[config.mk]
export PLATFORM = sky130hd
export DESIGN_NAME = send_port_device_flat
export DESIGN_NICKNAME = d
export VERILOG_FILES = /design/src/seg_bus_pkg.sv /design/src/seg_bus_if.sv /design/src/send_port_device.sv /design/src/flat_wrapper.sv
export VERILOG_INCLUDE_DIRS = /design/src /design/src/src
export SDC_FILE = /design/constraint.sdc
export NUM_CORES = 1
export LEC_CHECK = 0
export BUFFER_PORTS_ARGS = -buffer_cell sky130_fd_sc_hd__buf_2
export CELL_PAD_IN_SITES_DETAIL_PLACEMENT = 2
export CELL_PAD_IN_SITES_GLOBAL_PLACEMENT = 2
export CORE_AREA = 2 2 343 345
export CTS_BUF_LIST = sky130_fd_sc_hd__clkbuf_2 sky130_fd_sc_hd__clkbuf_4 sky130_fd_sc_hd__clkbuf_8
export CTS_CLUSTER_SIZE = 25
export DETAILED_ROUTE_END_ITERATION = 10
export DIE_AREA = 0 0 345 347
export PLACE_DENSITY_LB_ADDON = 0.1
export SYNTH_ARGS = -nofsm -noshare
export SYNTH_HDL_FRONTEND = slang
export SYNTH_SLANG_ARGS = --single-unit
[constraint.sdc]
create_clock -name i_ref_clk -period 2.5 [get_ports i_ref_clk]
set_input_delay 0.5 -clock i_ref_clk [delete_from_list [all_inputs] [get_ports i_ref_clk]]
set_output_delay 0.5 -clock i_ref_clk [all_outputs]
set_load 0.01 [all_outputs]
[src/seg_bus_defines.svh]
// constants of the segmented local segment bus transmit port
`ifndef SEG_BUS_DEFINES_SVH
`define SEG_BUS_DEFINES_SVH

`define SEG_WORD_W 128
`define SEG_CHAN_W 11
`define SEG_EMPTY_W 4
`define SEG_EMPTY_LOW_W 3
`define SEG_CFG_W 2
`define SEG_CFG_MAX 2'h3
`define SEG_CHAN_ALL 11'h7FF
`define SEND_BUF_DEPTH 2
`define SEND_FILL_THRESH 2'h1
`define SEND_COUNT_W 2

`endif

[src/seg_bus_pkg.sv]
// types shared by both ends of the local segment bus
`include "seg_bus_defines.svh"

package seg_bus_pkg;

    // one segment of one bus cycle
    typedef struct packed {
        logic valid;
        logic [`SEG_WORD_W-1:0] word;
        logic [`SEG_CHAN_W-1:0] channel;
        logic first;
        logic last;
        logic bad;
        logic [`SEG_EMPTY_W-1:0] empty_bytes;
        logic force_burst_word;
    } seg_type;

    // segment 0 in [0], segment 1 in [1]
    typedef seg_type [1:0] seg_pair_type;

endpackage

[src/seg_bus_if.sv]
// interface joining the user end and the device end of the send port
`timescale 1ns/1ps
`default_nettype none
`include "seg_bus_defines.svh"

interface local_segment_bus_if;
    // send segment 0
    logic [`SEG_WORD_W-1:0] send_seg0_word;
    logic [`SEG_CHAN_W-1:0] send_seg0_channel;
    logic send_seg0_valid;
    logic send_seg0_first;
    logic send_seg0_last;
    logic send_seg0_bad;
    logic [`SEG_EMPTY_W-1:0] send_seg0_empty_bytes;
    logic send_seg0_force_burst_word;
    // send segment 1
    logic [`SEG_WORD_W-1:0] send_seg1_word;
    logic [`SEG_CHAN_W-1:0] send_seg1_channel;
    logic send_seg1_valid;
    logic send_seg1_first;
    logic send_seg1_last;
    logic send_seg1_bad;
    logic [`SEG_EMPTY_W-1:0] send_seg1_empty_bytes;
    logic send_seg1_force_burst_word;
    // flow control and configuration
    logic send_ready;
    logic send_overflow;
    logic [`SEG_CFG_W-1:0] send_channel_range_cfg;
    // receive segment 3
    logic [`SEG_WORD_W-1:0] recv_seg3_word;
    logic [`SEG_CHAN_W-1:0] recv_seg3_channel;
    logic recv_seg3_valid;
    logic recv_seg3_first;
    logic recv_seg3_last;
    logic recv_seg3_bad;
    logic [`SEG_EMPTY_W-1:0] recv_seg3_empty_bytes;

    modport dev (
        input send_seg0_word, send_seg0_channel, send_seg0_valid,
        input send_seg0_first, send_seg0_last, send_seg0_bad,
        input send_seg0_empty_bytes, send_seg0_force_burst_word,
        input send_seg1_word, send_seg1_channel, send_seg1_valid,
        input send_seg1_first, send_seg1_last, send_seg1_bad,
        input send_seg1_empty_bytes, send_seg1_force_burst_word,
        input send_channel_range_cfg,
        output send_ready, send_overflow,
        output recv_seg3_word, recv_seg3_channel, recv_seg3_valid,
        output recv_seg3_first, recv_seg3_last, recv_seg3_bad,
        output recv_seg3_empty_bytes
    );

    modport usr (
        output send_seg0_word, send_seg0_channel, send_seg0_valid,
        output send_seg0_first, send_seg0_last, send_seg0_bad,
        output send_seg0_empty_bytes, send_seg0_force_burst_word,
        output send_seg1_word, send_seg1_channel, send_seg1_valid,
        output send_seg1_first, send_seg1_last, send_seg1_bad,
        output send_seg1_empty_bytes, send_seg1_force_burst_word,
        output send_channel_range_cfg,
        input send_ready, send_overflow,
        input recv_seg3_word, recv_seg3_channel, recv_seg3_valid,
        input recv_seg3_first, recv_seg3_last, recv_seg3_bad,
        input recv_seg3_empty_bytes
    );
endinterface // local_segment_bus_if

`default_nettype wire

[src/send_port_device.sv]
// device end: send port buffer, back-pressure and receive segment 3
`timescale 1ns/1ps
`default_nettype none
`include "seg_bus_defines.svh"

module send_port_device
    import seg_bus_pkg::*;
#(
    parameter int DEPTH = `SEND_BUF_DEPTH,
    parameter logic [`SEND_COUNT_W-1:0] FILL_THRESH = `SEND_FILL_THRESH
) (
    // clock and reset
    input wire logic i_ref_clk,
    input wire logic i_sys_rst,
    // bus from the user end
    local_segment_bus_if.dev bus,
    // buffered cycles toward the lanes
    output logic o_lane_valid,
    input wire logic i_lane_ready,
    output seg_pair_type o_lane_beats,
    // received segment 3 from the lanes
    input wire seg_type i_recv_seg
);

    typedef struct packed {
        seg_pair_type [DEPTH-1:0] mem;
        logic [$clog2(DEPTH)-1:0] wr_ptr;
        logic [$clog2(DEPTH)-1:0] rd_ptr;
        logic [`SEND_COUNT_W-1:0] count;
        logic ovf;
        seg_type recv;
    } dev_state_type;

    dev_state_type st_q;
    dev_state_type st_d;

    // ---------------------------------------------------------------
    // decoding helpers
    // ---------------------------------------------------------------
    function automatic logic [`SEG_CHAN_W-1:0] chan_limit(
        input logic [`SEG_CFG_W-1:0] cfg
    );
        logic [`SEG_CFG_W-1:0] shift;
        shift = `SEG_CFG_MAX - cfg;
        return `SEG_CHAN_ALL >> shift;
    endfunction

    // sample one send segment, dropping what is not qualified
    function automatic seg_type capture_seg(
        input seg_type raw,
        input logic [`SEG_CFG_W-1:0] cfg
    );
        seg_type s;
        s = '0;
        if (raw.valid) begin
            s.valid = 1'b1;
            s.word = raw.word;
            s.channel = raw.channel & chan_limit(cfg);
            s.first = raw.first;
            s.last = raw.last;
            s.force_burst_word = raw.force_burst_word;
            if (raw.last) begin
                s.bad = raw.bad;
                s.empty_bytes = raw.empty_bytes;
                if (raw.bad) begin
                    s.empty_bytes[`SEG_EMPTY_LOW_W-1:0] = '0;
                end
            end
        end
        return s;
    endfunction

    // ---------------------------------------------------------------
    // segment gathering
    // ---------------------------------------------------------------
    seg_pair_type in_raw;
    seg_pair_type in_seg;

    always_comb begin
        in_raw[0].valid = bus.send_seg0_valid;
        in_raw[0].word = bus.send_seg0_word;
        in_raw[0].channel = bus.send_seg0_channel;
        in_raw[0].first = bus.send_seg0_first;
        in_raw[0].last = bus.send_seg0_last;
        in_raw[0].bad = bus.send_seg0_bad;
        in_raw[0].empty_bytes = bus.send_seg0_empty_bytes;
        in_raw[0].force_burst_word = bus.send_seg0_force_burst_word;
        in_raw[1].valid = bus.send_seg1_valid;
        in_raw[1].word = bus.send_seg1_word;
        in_raw[1].channel = bus.send_seg1_channel;
        in_raw[1].first = bus.send_seg1_first;
        in_raw[1].last = bus.send_seg1_last;
        in_raw[1].bad = bus.send_seg1_bad;
        in_raw[1].empty_bytes = bus.send_seg1_empty_bytes;
        in_raw[1].force_burst_word = bus.send_seg1_force_burst_word;
    end

    genvar g;
    generate
        for (g = 0; g < 2; g++) begin : g_seg
            assign in_seg[g] = capture_seg(in_raw[g],
                bus.send_channel_range_cfg);
        end
    endgenerate

    // ---------------------------------------------------------------
    // buffer and flow control
    // ---------------------------------------------------------------
    logic push;
    logic pop;
    logic full;

    assign push = in_seg[0].valid || in_seg[1].valid;
    assign pop = (st_q.count != '0) && i_lane_ready;
    assign full = st_q.count == `SEND_COUNT_W'(DEPTH);

    always_comb begin
        st_d = st_q;
        st_d.ovf = 1'b0;
        if (pop) begin
            st_d.rd_ptr = st_q.rd_ptr + 1'b1;
        end
        // a full buffer still takes a cycle when one leaves now
        if (push && (!full || pop)) begin
            st_d.mem[st_q.wr_ptr] = in_seg;
            st_d.wr_ptr = st_q.wr_ptr + 1'b1;
        end else if (push) begin
            st_d.ovf = 1'b1;
        end
        if (push && (!full || pop) && !pop) begin
            st_d.count = st_q.count + 1'b1;
        end else if (pop && !(push && (!full || pop))) begin
            st_d.count = st_q.count - 1'b1;
        end
        // receive segment 3 is cleared unless valid
        st_d.recv = '0;
        if (i_recv_seg.valid) begin
            st_d.recv = i_recv_seg;
            st_d.recv.force_burst_word = 1'b0;
            if (!i_recv_seg.last) begin
                st_d.recv.bad = 1'b0;
                st_d.recv.empty_bytes = '0;
            end
        end
    end

    always_ff @(posedge i_ref_clk) begin
        if (i_sys_rst) begin
            st_q <= '0;
        end else begin
            st_q <= st_d;
        end
    end

    // ---------------------------------------------------------------
    // outputs
    // ---------------------------------------------------------------
    assign bus.send_ready = st_q.count < FILL_THRESH;
    assign bus.send_overflow = st_q.ovf;

    assign o_lane_valid = st_q.count != '0;
    assign o_lane_beats = st_q.mem[st_q.rd_ptr];

    assign bus.recv_seg3_word = st_q.recv.word;
    assign bus.recv_seg3_channel = st_q.recv.channel;
    assign bus.recv_seg3_valid = st_q.recv.valid;
    assign bus.recv_seg3_first = st_q.recv.first;
    assign bus.recv_seg3_last = st_q.recv.last;
    assign bus.recv_seg3_bad = st_q.recv.bad;
    assign bus.recv_seg3_empty_bytes = st_q.recv.empty_bytes;

endmodule // send_port_device

`default_nettype wire

[src/flat_wrapper.sv]
// flat-port wrapper written by rule: the top's interface ports become plain ports
module send_port_device_flat import seg_bus_pkg::*;
#(
    parameter int DEPTH = `SEND_BUF_DEPTH,
    parameter logic [`SEND_COUNT_W-1:0] FILL_THRESH = `SEND_FILL_THRESH
)
  (i_ref_clk, i_sys_rst, o_lane_valid, i_lane_ready, o_lane_beats, i_recv_seg, bus_send_seg0_word, bus_send_seg0_channel, bus_send_seg0_valid, bus_send_seg0_first, bus_send_seg0_last, bus_send_seg0_bad, bus_send_seg0_empty_bytes, bus_send_seg0_force_burst_word, bus_send_seg1_word, bus_send_seg1_channel, bus_send_seg1_valid, bus_send_seg1_first, bus_send_seg1_last, bus_send_seg1_bad, bus_send_seg1_empty_bytes, bus_send_seg1_force_burst_word, bus_send_channel_range_cfg, bus_send_ready, bus_send_overflow, bus_recv_seg3_word, bus_recv_seg3_channel, bus_recv_seg3_valid, bus_recv_seg3_first, bus_recv_seg3_last, bus_recv_seg3_bad, bus_recv_seg3_empty_bytes);
  local_segment_bus_if bus_i ();
  input wire logic i_ref_clk;
  input wire logic i_sys_rst;
  output logic o_lane_valid;
  input wire logic i_lane_ready;
  output seg_pair_type o_lane_beats;
  input wire seg_type i_recv_seg;
  input wire logic [$bits(bus_i.send_seg0_word)-1:0] bus_send_seg0_word;
  input wire logic [$bits(bus_i.send_seg0_channel)-1:0] bus_send_seg0_channel;
  input wire logic [$bits(bus_i.send_seg0_valid)-1:0] bus_send_seg0_valid;
  input wire logic [$bits(bus_i.send_seg0_first)-1:0] bus_send_seg0_first;
  input wire logic [$bits(bus_i.send_seg0_last)-1:0] bus_send_seg0_last;
  input wire logic [$bits(bus_i.send_seg0_bad)-1:0] bus_send_seg0_bad;
  input wire logic [$bits(bus_i.send_seg0_empty_bytes)-1:0] bus_send_seg0_empty_bytes;
  input wire logic [$bits(bus_i.send_seg0_force_burst_word)-1:0] bus_send_seg0_force_burst_word;
  input wire logic [$bits(bus_i.send_seg1_word)-1:0] bus_send_seg1_word;
  input wire logic [$bits(bus_i.send_seg1_channel)-1:0] bus_send_seg1_channel;
  input wire logic [$bits(bus_i.send_seg1_valid)-1:0] bus_send_seg1_valid;
  input wire logic [$bits(bus_i.send_seg1_first)-1:0] bus_send_seg1_first;
  input wire logic [$bits(bus_i.send_seg1_last)-1:0] bus_send_seg1_last;
  input wire logic [$bits(bus_i.send_seg1_bad)-1:0] bus_send_seg1_bad;
  input wire logic [$bits(bus_i.send_seg1_empty_bytes)-1:0] bus_send_seg1_empty_bytes;
  input wire logic [$bits(bus_i.send_seg1_force_burst_word)-1:0] bus_send_seg1_force_burst_word;
  input wire logic [$bits(bus_i.send_channel_range_cfg)-1:0] bus_send_channel_range_cfg;
  output wire logic [$bits(bus_i.send_ready)-1:0] bus_send_ready;
  output wire logic [$bits(bus_i.send_overflow)-1:0] bus_send_overflow;
  output wire logic [$bits(bus_i.recv_seg3_word)-1:0] bus_recv_seg3_word;
  output wire logic [$bits(bus_i.recv_seg3_channel)-1:0] bus_recv_seg3_channel;
  output wire logic [$bits(bus_i.recv_seg3_valid)-1:0] bus_recv_seg3_valid;
  output wire logic [$bits(bus_i.recv_seg3_first)-1:0] bus_recv_seg3_first;
  output wire logic [$bits(bus_i.recv_seg3_last)-1:0] bus_recv_seg3_last;
  output wire logic [$bits(bus_i.recv_seg3_bad)-1:0] bus_recv_seg3_bad;
  output wire logic [$bits(bus_i.recv_seg3_empty_bytes)-1:0] bus_recv_seg3_empty_bytes;
  assign bus_i.send_seg0_word = bus_send_seg0_word;
  assign bus_i.send_seg0_channel = bus_send_seg0_channel;
  assign bus_i.send_seg0_valid = bus_send_seg0_valid;
  assign bus_i.send_seg0_first = bus_send_seg0_first;
  assign bus_i.send_seg0_last = bus_send_seg0_last;
  assign bus_i.send_seg0_bad = bus_send_seg0_bad;
  assign bus_i.send_seg0_empty_bytes = bus_send_seg0_empty_bytes;
  assign bus_i.send_seg0_force_burst_word = bus_send_seg0_force_burst_word;
  assign bus_i.send_seg1_word = bus_send_seg1_word;
  assign bus_i.send_seg1_channel = bus_send_seg1_channel;
  assign bus_i.send_seg1_valid = bus_send_seg1_valid;
  assign bus_i.send_seg1_first = bus_send_seg1_first;
  assign bus_i.send_seg1_last = bus_send_seg1_last;
  assign bus_i.send_seg1_bad = bus_send_seg1_bad;
  assign bus_i.send_seg1_empty_bytes = bus_send_seg1_empty_bytes;
  assign bus_i.send_seg1_force_burst_word = bus_send_seg1_force_burst_word;
  assign bus_i.send_channel_range_cfg = bus_send_channel_range_cfg;
  assign bus_send_ready = bus_i.send_ready;
  assign bus_send_overflow = bus_i.send_overflow;
  assign bus_recv_seg3_word = bus_i.recv_seg3_word;
  assign bus_recv_seg3_channel = bus_i.recv_seg3_channel;
  assign bus_recv_seg3_valid = bus_i.recv_seg3_valid;
  assign bus_recv_seg3_first = bus_i.recv_seg3_first;
  assign bus_recv_seg3_last = bus_i.recv_seg3_last;
  assign bus_recv_seg3_bad = bus_i.recv_seg3_bad;
  assign bus_recv_seg3_empty_bytes = bus_i.recv_seg3_empty_bytes;
  send_port_device #(.DEPTH(DEPTH), .FILL_THRESH(FILL_THRESH)) u_core (.i_ref_clk(i_ref_clk), .i_sys_rst(i_sys_rst), .bus(bus_i), .o_lane_valid(o_lane_valid), .i_lane_ready(i_lane_ready), .o_lane_beats(o_lane_beats), .i_recv_seg(i_recv_seg));
endmodule
# Word-level counts from Yosys, hierarchy flattened
# Index checks and enable logic that the tools add are counted.
[totals] ff_bits=744 inputBits=449 out_inout_bits=446 elab_cells=89
[op_classes] n_addsub=5 magnitude_cmp=4 eq_ne=1 n_shift=1 muxes=16 n_bitwise=4 n_reduce_logical=15
[op_table] operator="296-bit 2-to-1 mux" count=3
[op_table] operator="592-bit bitwise mux" count=1
[op_table] operator="148-bit 2-to-1 mux" count=3
[op_table] operator="296-bit demux with 1-bit select" count=1
[op_table] operator="11-bit AND" count=2
[op_table] operator="5-bit 2-to-1 mux" count=3
[op_table] operator="11-bit by 2-bit >> shifter with 11-bit output, first input constant" count=1
[op_table] operator="3-bit 2-to-1 mux" count=2
[op_table] operator="1-bit logical AND" count=5
[op_table] operator="1-bit by 2-bit < comparator with 1-bit output, second input constant" count=2
[op_table] operator="2-bit 2-to-1 mux" count=2
[op_table] operator="2-bit nonzero test" count=2
[op_table] operator="2-bit OR reduction" count=2
[op_table] operator="1-bit zero test" count=3
[op_table] operator="3-bit OR reduction" count=1
[op_table] operator="1-bit adder, second input constant" count=2
[op_table] operator="2-bit by 1-bit adder with 2-bit output, second input constant" count=1
[op_table] operator="2-bit == test, second input constant" count=1
[op_table] operator="1-bit logical OR" count=2
[op_table] operator="2-bit by 1-bit < comparator with 1-bit output, second input constant" count=1
[op_table] operator="1-bit NOT" count=2
[op_table] operator="2-bit by 1-bit subtractor with 2-bit output, second input constant" count=1
[op_table] operator="2-bit subtractor, first input constant" count=1
[op_table] operator="1-bit >= comparator, second input constant" count=1
[op_table] operator="1-bit 2-to-1 mux" count=1

# Longest topological paths before layout
# Gate-level depths: netlist of the first run.
[depth] ltp_word=10 ltp_mapped=10 mapped_depth_nobuf=6

# Least setup slack after synthesis of the first run
# No wires, ideal clock.
[synth_path] path_type="register to output" start="register u_core.st_q[151] (netlist name)" end="output o_lane_beats[219] (netlist name)" arrival_ns=1.476 required_ns=2.000 setup_slack_ns=0.524 stages_incl_launch_ff=5 path_cell_list="dfxtp_1 > clkbuf_1 > clkbuf_1 > buf_2 > mux2_2"
[synth_lines] element="start: declaration" line_no="send_port_device.sv:34" rtl="dev_state_type st_q;"
[synth_lines] element="start signal: assignment" line_no="send_port_device.sv:151" rtl="st_q <= st_d;"
[synth_lines] element="end: declaration" line_no="flat_wrapper.sv:13" rtl="output seg_pair_type o_lane_beats;"

==> out/metrics.csv, run 1 <==
stage,metric,value,unit
run_status,status,"finished, violations left",
run_status,violations,setup timing,
sta,max_freq,0.366,GHz
power,power_frac_comb,31.5,%
die,dieArea,0.120,mm^2
routing,postRouteAntennaNets,0,
synth,ys_top_cells_by_area,"dfxtp_1 50%, mux2_2 11%, a21oi_1 9.6%",
power,power.internal,24.8,mW
worst_setup_path,worst_path_most_repeated_cell,buf_16,
min_path,hold_class,in -> reg,
grt,grt-ovfl-total,0,
routing,vias_per_cell,4.70,
synth,avgSynthCellArea,8.71,um^2
power,swShare,34.1,%
grt,grt_pass1_wl,209,mm
synth,synth-edff-count,0,
synth,synth_compound_area_share,10.2,%
die,die_x,345,um
sta,layout_setup_ws,-0.230,ns
power,pwr-share-clk,33.2,%
routing,drc_errors,0,
worst_setup_path,rr_startpoint,u_core.st_q[149]$_SDFFE_PP0P_,
routing,wl_per_cell,22.6,um
synth,synth-xor-area-share,0.0292,%
sta,min_period_over_period,109,%
min_path,min-delay-start,bus_send_seg0_channel[8],
run,drv_cap,0,
synth,synthAdderAreaFrac,0.0834,%
synth,yosysTopAreaCell,dfxtp_1,
synth,synthMuxAreaShare,11.1,%
synth,async_reset_ff_share,0,%
worst_setup_path,cp.arrival,2.23,ns
grt,grt_pass1_vias,32100,
worst_setup_path,crit_slowest_cell,dfxtp_4,
power,power.static_leakage,18.4,nW
die,die_h,347,um
worst_setup_path,cp.depth,5,
die,core,0.116,mm^2
sta,rsz0062_at_grt,yes,
clock_tree,cts_tree,done,
synth,yosys.area_share.simple,20.8,%
clock_tree,numCtsBuffers,147,
sta,whs,0.105,ns
place,routabilityCongestion,0.775,
worst_setup_path,required,2.00,ns
routing,met2_length,71.6,mm
sta,slew_headroom,42.5,%
power,finalPower,37.7,mW
worst_setup_path,worst_setup_path_end_kind,output port,
worst_setup_path,r2r_end,u_core.st_q[326]$_SDFFE_PP0P_,
clock_tree,clock_latency,0.83,ns
synth,synth_ff_type,dfxtp_1,
routing,drtIter0Drc,1046,
min_path,hold_depth,3,
grt,antenna_found_initial,24,
finish,drive_gt1_share,33.3,%
clock_tree,clockRootBuffer,clkbuf_8,
synth,synth_top_area_share,49.6,%
sta,skew,0.0357,ns
routing,dr_total_vias,29300,
finish,num-nets-final,5063,
power,seqPwrFrac,35.3,%
worst_setup_path,setup.worst_path.class,reg -> out,
worst_setup_path,critPathLaunch,u_core.st_q[151]$_SDFFE_PP0P_,
clock_tree,clock-sinks,744,
power,ir_worst_vdd,0.000425,V
worst_setup_path,critical_path.top_delay_family,buffers and inverters,
synth,ys_warn_count,0,
synth,seq_area_frac_synth,49.6,%
sta,setup-violations-final,295,
place,io_buffers,893,
clock_tree,htreeDepth,4,
synth,yosysMostFrequentCell,dfxtp_1,
finish,syn2layout_area_growth,46.6,%
routing,firstDrtPassIters,4,
clock_tree,cts_buffer_depth,3,
min_path,hold_end,u_core.st_q[465]$_SDFFE_PP0P_,
place,placed_cells,5507,
routing,highest_layer,met5,
sta,period_needed,2.73,ns
power,p_sw,12.9,mW
synth,synthTopCellsByCount,"744 x dfxtp_1, 585 x nand2_1, 577 x a21oi_1, 558 x nand3_1, 297 x mux2_2",
synth,ys_ff_latch,744,
worst_setup_path,crit_chain,buf_16 -> buf_12 -> buf_16 -> mux2_2 -> buf_2,
sta,hold_violations,0,
worst_setup_path,critPathMaxFanout,19,
worst_setup_path,crit_buf_inv,4,
synth,netlist_area,0.0300,mm^2
clock_tree,clkTransAtPathRegs,0.06,ns
die,io_pins,895,
synth,synth_top_family_by_area,simple AND/OR/NAND/NOR gates,
routing,finalWirelength,141,mm
sta,finalMaxSlewViolations,0,
routing,dr_wl_met3,7.16,mm
die,initial_core_util,25.9,%
worst_setup_path,critPathMaxStageDelay,0.40,ns
die,rows,125,
grt,grt_start_max_net_pins,163,
finish,fin_util,38.0,%
grt,grtUsageTotal,22.6,%
worst_setup_path,critPathLaunchType,flop,
synth,yosys.cell_types.count,29,
power,powerDensity,856,mW/mm^2
place,dpl.hpwl,89.4,mm
routing,met1_length,56.1,mm
worst_setup_path,rrSetupSlack,0.28,ns
finish,fin_cells,6235,
worst_setup_path,rr_worst_depth,8,
synth,synth_fp_nets,3896,
synth,synth_cells,3445,
sta,tightest_slew,0.863,ns
## cells by family (layout without fill, tap and decap cells)
| logic type | count (synthesis) | after routing |
|---|---|---|
| other | 0 | 10 |
| adder cells (fa/ha/maj) | 2 | 2 |
| AO/OA/AOI/OAI | 603 | 603 |
| buffers and inverters | 458 | 1714 |
| multiplexers | 297 | 297 |
| flip-flops | 744 | 744 |
| AND/OR/NAND/NOR | 1340 | 1340 |
| XOR/XNOR | 1 | 1 |
## power groups by stage
| stage | clock network (mW) | logic [mW] | registers [mW] |
|---|---|---|---|
| floorplan | 0 | 5.66 | 13.4 |
| global placement | 0 | 10.2 | 13.5 |
| detailed placement | 0 | 10.3 | 13.5 |
| CTS | 12.9 | 11.8 | 13.3 |
| global route | 13.5 | 12.8 | 13.4 |
| finish | 12.5 | 11.9 | 13.3 |
## registers in the layout, summed over array words and instances (netlist names)
name	count
u_core.bus.recv_seg3_bad	1
u_core.bus.recv_seg3_channel	11
u_core.bus.recv_seg3_empty_bytes	4
u_core.bus.recv_seg3_first	1
u_core.bus.recv_seg3_last	1
u_core.bus.recv_seg3_valid	1
u_core.bus.recv_seg3_word	128
u_core.bus.send_overflow	1
u_core.st_q	596
## area by class of cell
type,instances,area [um^2]
Timing Repair Buffer,1471,11400
Clock inverter,16,150
Fill cell,12900,71800
Multi-Input combinational cell,2243,12900
Tap cell,1524,1910
Sequential cell,744,14900
Clock buffer,222,2700
Inverter,5,18.8
Antenna cell,10,25.0
## worst min-delay path, cell delays in order
cell and delay [ns]:
buf_2 0.10, nand3_1 0.15, o21ai_0 0.09
## routing by layer
metal | vias to the layer above | GRT usage [%]
met4 | 16 | 10.0
li1 | 13900 | -
met2 | 711 | 40.6
met5 | - | 0
met1 | 14400 | 25.2
met3 | 231 | 5.60
## how the worst max path moves through the flow
stage / endpoint / slack [ns]
2_1_floorplan: o_lane_beats[219] / 0.52
3_3_place_gp: u_core.st_q[348]$_SDFFE_PP0P_ / 0.31
3_5_place_dp: u_core.st_q[634]$_SDFFE_PP0P_ / 0.27
4_1_cts: o_lane_beats[219] / -0.36
5_1_grt: o_lane_beats[216] / -0.34
6_report: o_lane_beats[216] / -0.23
## timing repair
item | 4_1_cts | 5_1_grt
hold endpoints to repair | 732 | 0
buffers inserted | 12 | 10
hold buffers | 449 | 0
cloned | 7 | 4
setup endpoints to repair | 296 | 296
resized for setup | 93 | 53
## stage by stage
| stage | worst slack [ns] | instance area (um^2) | setup TNS [ns] |
|---|---|---|---|
| after floorplan | 0.524 | 30000 | 0 |
| after global placement | 0.314 | 35500 | 0 |
| after detailed placement | 0.268 | 35500 | 0 |
| after CTS | -0.361 | 43600 | -82.53 |
| after global routing | -0.340 | 44000 | -75.58 |
| final | -0.230 | 44000 | -42.21 |
## cell usage in the layout, fill, tap and decap left out, types with 2 or more instances in the layout
cell,count
mux2_2,241
a21oi_1,577
buf_4,52
nand2_1,585
nor2_1,7
o21ai_0,21
inv_6,3
buf_2,843
ha_1,2
buf_6,43
and2_1,141
clkinvlp_4,7
mux2_4,56
inv_2,2
buf_16,14
inv_1,3
nand3_1,558
buf_12,60
dfxtp_1,743
nor3_1,4
a211oi_4,2
clkbuf_4,57
clkbuf_8,166
inv_8,3
diode_2,10
dlygate4sd3_1,449
nor2b_1,2
buf_8,4
nand3b_1,20
clkbuf_16,4
nand4_1,14
and3_1,5
Note: power is estimated with default switching activity, not from simulation.
==> inputs of run 2 (changes only) <==
Settings changed: ABC_AREA from default to 1, CORE_AREA 2 2 343 345 to 2 2 356 358, CTS_BUF_LIST sky130_fd_sc_hd__clkbuf_2 sky130_fd_sc_hd__clkbuf_4 sky130_fd_sc_hd__clkbuf_8 to sky130_fd_sc_hd__clkbuf_8 sky130_fd_sc_hd__clkbuf_16, DIE_AREA 0 0 345 347 to 0 0 358 360.
==> out/metrics.csv, run 2 <==
stage,metric,value,unit,change
synth,synth_fp_nets,5844,,+50%
synth,seq_area_frac_synth,44.3,%,-5.3 points
clock_tree,cts_tree,done,,
finish,multi_input_comb_area,0.0137,mm^2,+6.2%
finish,final_common_cell,nand2_1,,
worst_setup_path,setup.worst_path.class,reg -> out,,
synth,ys_top_cells_by_area,"dfxtp_1 44%, nand2_1 26%, nor2_1 8.6%",,
grt,grtUsageTotal,23.5,%,+0.87 points
die,io_pins,895,,unchanged
routing,dr_total_vias,35100,,+20%
grt,busiest_layer,met2,,
die,rows,130,,+4.0%
sta,min_period_over_period,99.0,%,-10 points
sta,slew_headroom,17.6,%,-25 points
sta,rsz0062_at_grt,yes,,
grt,antenna_found_initial,82,,+240%
die,core,0.125,mm^2,+7.9%
grt,met1_usage,26.3,%,+1.1 points
worst_setup_path,rr_worst_depth,12,,+4
synth,ys_warn_count,0,,unchanged
sta,max_freq,0.404,GHz,+10%
sta,tightest_slew,1.24,ns,+0.372 ns
routing,firstDrtPassIters,6,,+2
power,ir_worst_vdd,0.000489,V,+15%
routing,vias_per_cell,4.44,,-5.6%
place,pre_cts_ws,0.267,ns,-0.000677 ns
min_path,hold_depth,3,,unchanged
sta,skew,0.0149,ns,-0.0208 ns
worst_setup_path,rrSetupSlack,0.19,ns,-0.09 ns
finish,drive_gt1_share,20.1,%,-13 points
place,dpl.hpwl,100,mm,+12%
sta,hold_violations,0,,unchanged
grt,grt_pass1_wl,231,mm,+11%
die,dieArea,0.129,mm^2,+7.7%
finish,syn2layout_area_growth,33.2,%,
clock_tree,cts_buffer_depth,3,,unchanged
synth,synth_top_area_share,44.3,%,-5.3 points
worst_setup_path,cp.arrival,1.97,ns,-0.26 ns
sta,finalMaxSlewViolations,0,,unchanged
place,io_buffers,893,,unchanged
routing,finalWirelength,161,mm,+15%
worst_setup_path,critPathMaxFanout,22,,+3
finish,final_cell_mix,"2312 x nand2_1, 800 x buf_2, 782 x inv_1",,
run_status,status,completed,,
worst_setup_path,required,2.00,ns,about the same
power,power.static_leakage,24.0,nW,+30%
synth,synthTopCellsByCount,"2344 x nand2_1, 766 x nor2_1, 758 x inv_1, 744 x dfxtp_1, 296 x o21ai_0",,
grt,grt_use_met2,41.4,%,+0.77 points
routing,postRouteAntennaNets,0,,unchanged
sta,period_needed,2.47,ns,-0.255 ns
synth,yosysTopAreaCell,dfxtp_1,,
synth,ys_ff_latch,744,,unchanged
routing,drtIter0Drc,1422,,+36%
min_path,hold_class,in -> reg,,
clock_tree,clock_latency,0.68,ns,-0.15 ns
run,drv_cap,0,,unchanged
synth,yosysMostFrequentCell,nand2_1,,
grt,gr-usage-met3,7.91,%,+2.3 points
finish,fin_cells,7917,,+27%
sta,layout_setup_ws,0.0252,ns,+0.255 ns
grt,grt_pass1_vias,37300,,+16%
sta,setup-violations-final,0,,-100%
finish,regMostFlops,u_core.st_q,,
sta,fin_setup_tns,0,ns,+42.21 ns
worst_setup_path,critPathLaunchType,flop,,
place,routabilityCongestion,0.832,,+7.5%
finish,largest_reg_flops,596,,unchanged
routing,wl_per_cell,20.4,um,-9.7%
synth,avgSynthCellArea,6.23,um^2,-28%
clock_tree,clock-sinks,744,,unchanged
clock_tree,numCtsBuffers,95,,-35%
power,powerDensity,1070,mW/mm^2,+25%
die,die_h,360,um,+3.7%
grt,grt_start_max_net_pins,197,,+21%
finish,num-nets-final,6621,,+31%
clock_tree,clkTransAtPathRegs,0.06,ns,about the same
grt,grt-ovfl-total,0,,unchanged
die,initial_core_util,26.9,%,+0.99 points
clock_tree,htreeDepth,3,,-1
synth,synth-edff-count,0,,unchanged
clock_tree,clockRootBuffer,clkbuf_16,,
synth,synth_cells,5393,,+57%
sta,whs,0.0709,ns,-0.0345 ns
worst_setup_path,worst_setup_path_end_kind,output port,,
finish,fin_area,0.0448,mm^2,+1.8%
finish,nFillCells,15300,,+18%
synth,netlist_area,0.0336,mm^2,+12%
synth,yosys.cell_types.count,23,,-21%
routing,drc_errors,0,,unchanged
synth,synth_ff_type,dfxtp_1,,
finish,seqCellArea,0.0149,mm^2,unchanged
place,place_area,0.0387,mm^2,+8.9%
synth,async_reset_ff_share,0,%,unchanged
place,placed_cells,7555,,+37%
die,die_x,358,um,+3.8%
run 2: changes by cell type in the layout (fill, tap and decap cells not counted), moves of 57 or more:
cell	before	now
nor2_1	7	766
nand3_1	558	10
clkbuf_16	4	113
o21ai_2	0	57
and2_1	141	0
dlygate4sd3_1	449	121
nand2_1	585	2312
inv_1	3	782
mux2_2	241	0
o21ai_1	0	108
a21oi_1	577	2
o21ai_0	21	131
clkbuf_4	57	0
clkbuf_8	166	26
run 2: worst max-delay path: stages (launching register included):
cell	delay [ns]
dfxtp_4	0.42
buf_8	0.16
buf_12	0.17
buf_12	0.18
nand2_1	0.06
o21ai_1	0.12
buf_2	0.17
run 2: metrics by stage:
stage / util (%) / power (mW)
after floorplan: - / 24.9
after global placement: 31.0 / 31.0
after detailed placement: 31.0 / 31.5
after CTS: 35.1 / 47.5
after global routing: 35.8 / 51.6
final: 35.8 / 48.0
run 2: final timing paths:
kind | start | endpoint
max reg2reg | u_core.st_q[149]$_SDFFE_PP0P_ | u_core.st_q[338]$_SDFFE_PP0P_
max | u_core.st_q[151]$_SDFFE_PP0P_ | o_lane_beats[214]
min | i_recv_seg[1] | u_core.bus.recv_seg3_empty_bytes[0]$_SDFF_PP0_
min reg2reg | u_core.st_q[149]$_SDFFE_PP0P_ | u_core.st_q[149]$_SDFFE_PP0P_
run 2: logic make-up after synthesis:
logic type                 synth area share [%]
and+or+nand+nor                            35.2
adders and majority gates                0.0744
xor gates and xnor gates                 0.0261
buffers and inverters                      15.9
AOI/OAI and AO/OA                          4.46
DFF                                        44.3
run 2: timing repair:
action / in CTS / in global routing
setup endpoints to repair: 207 / 248
cloned: 11 / 25
buffers inserted: 14 / 1
resized for setup: 203 / 204
endpoints found under the hold margin: 121 / 0
hold buffers: 121 / 0
run 2: power breakdown:
group | leakage (nW) | internal [mW] | switching, mW
Clock | 1.66 | 8.24 | 5.81
Sequential | 6.13 | 14.1 | 0.873
Combinational | 16.2 | 6.76 | 12.2
run 2: final cells by class:
cell class              instances  area share, %
diodes                         25          0.140
clock buffers                 122           6.16
clock inverters                47          0.863
inverters                     763           6.40
multi-input cells            3436           30.6
flip-flops and latches        744           33.3
well taps                    1650           4.61
repair buffers               1130           18.0
run 2: routing by layer:
layer  part of all wire (%)  vias to the layer above
met1                     40                    17000
li1                       -                    17000
met2                     49                      757
met5                   0.30                        -
met4                    2.9                       72
met3                    7.4                      281
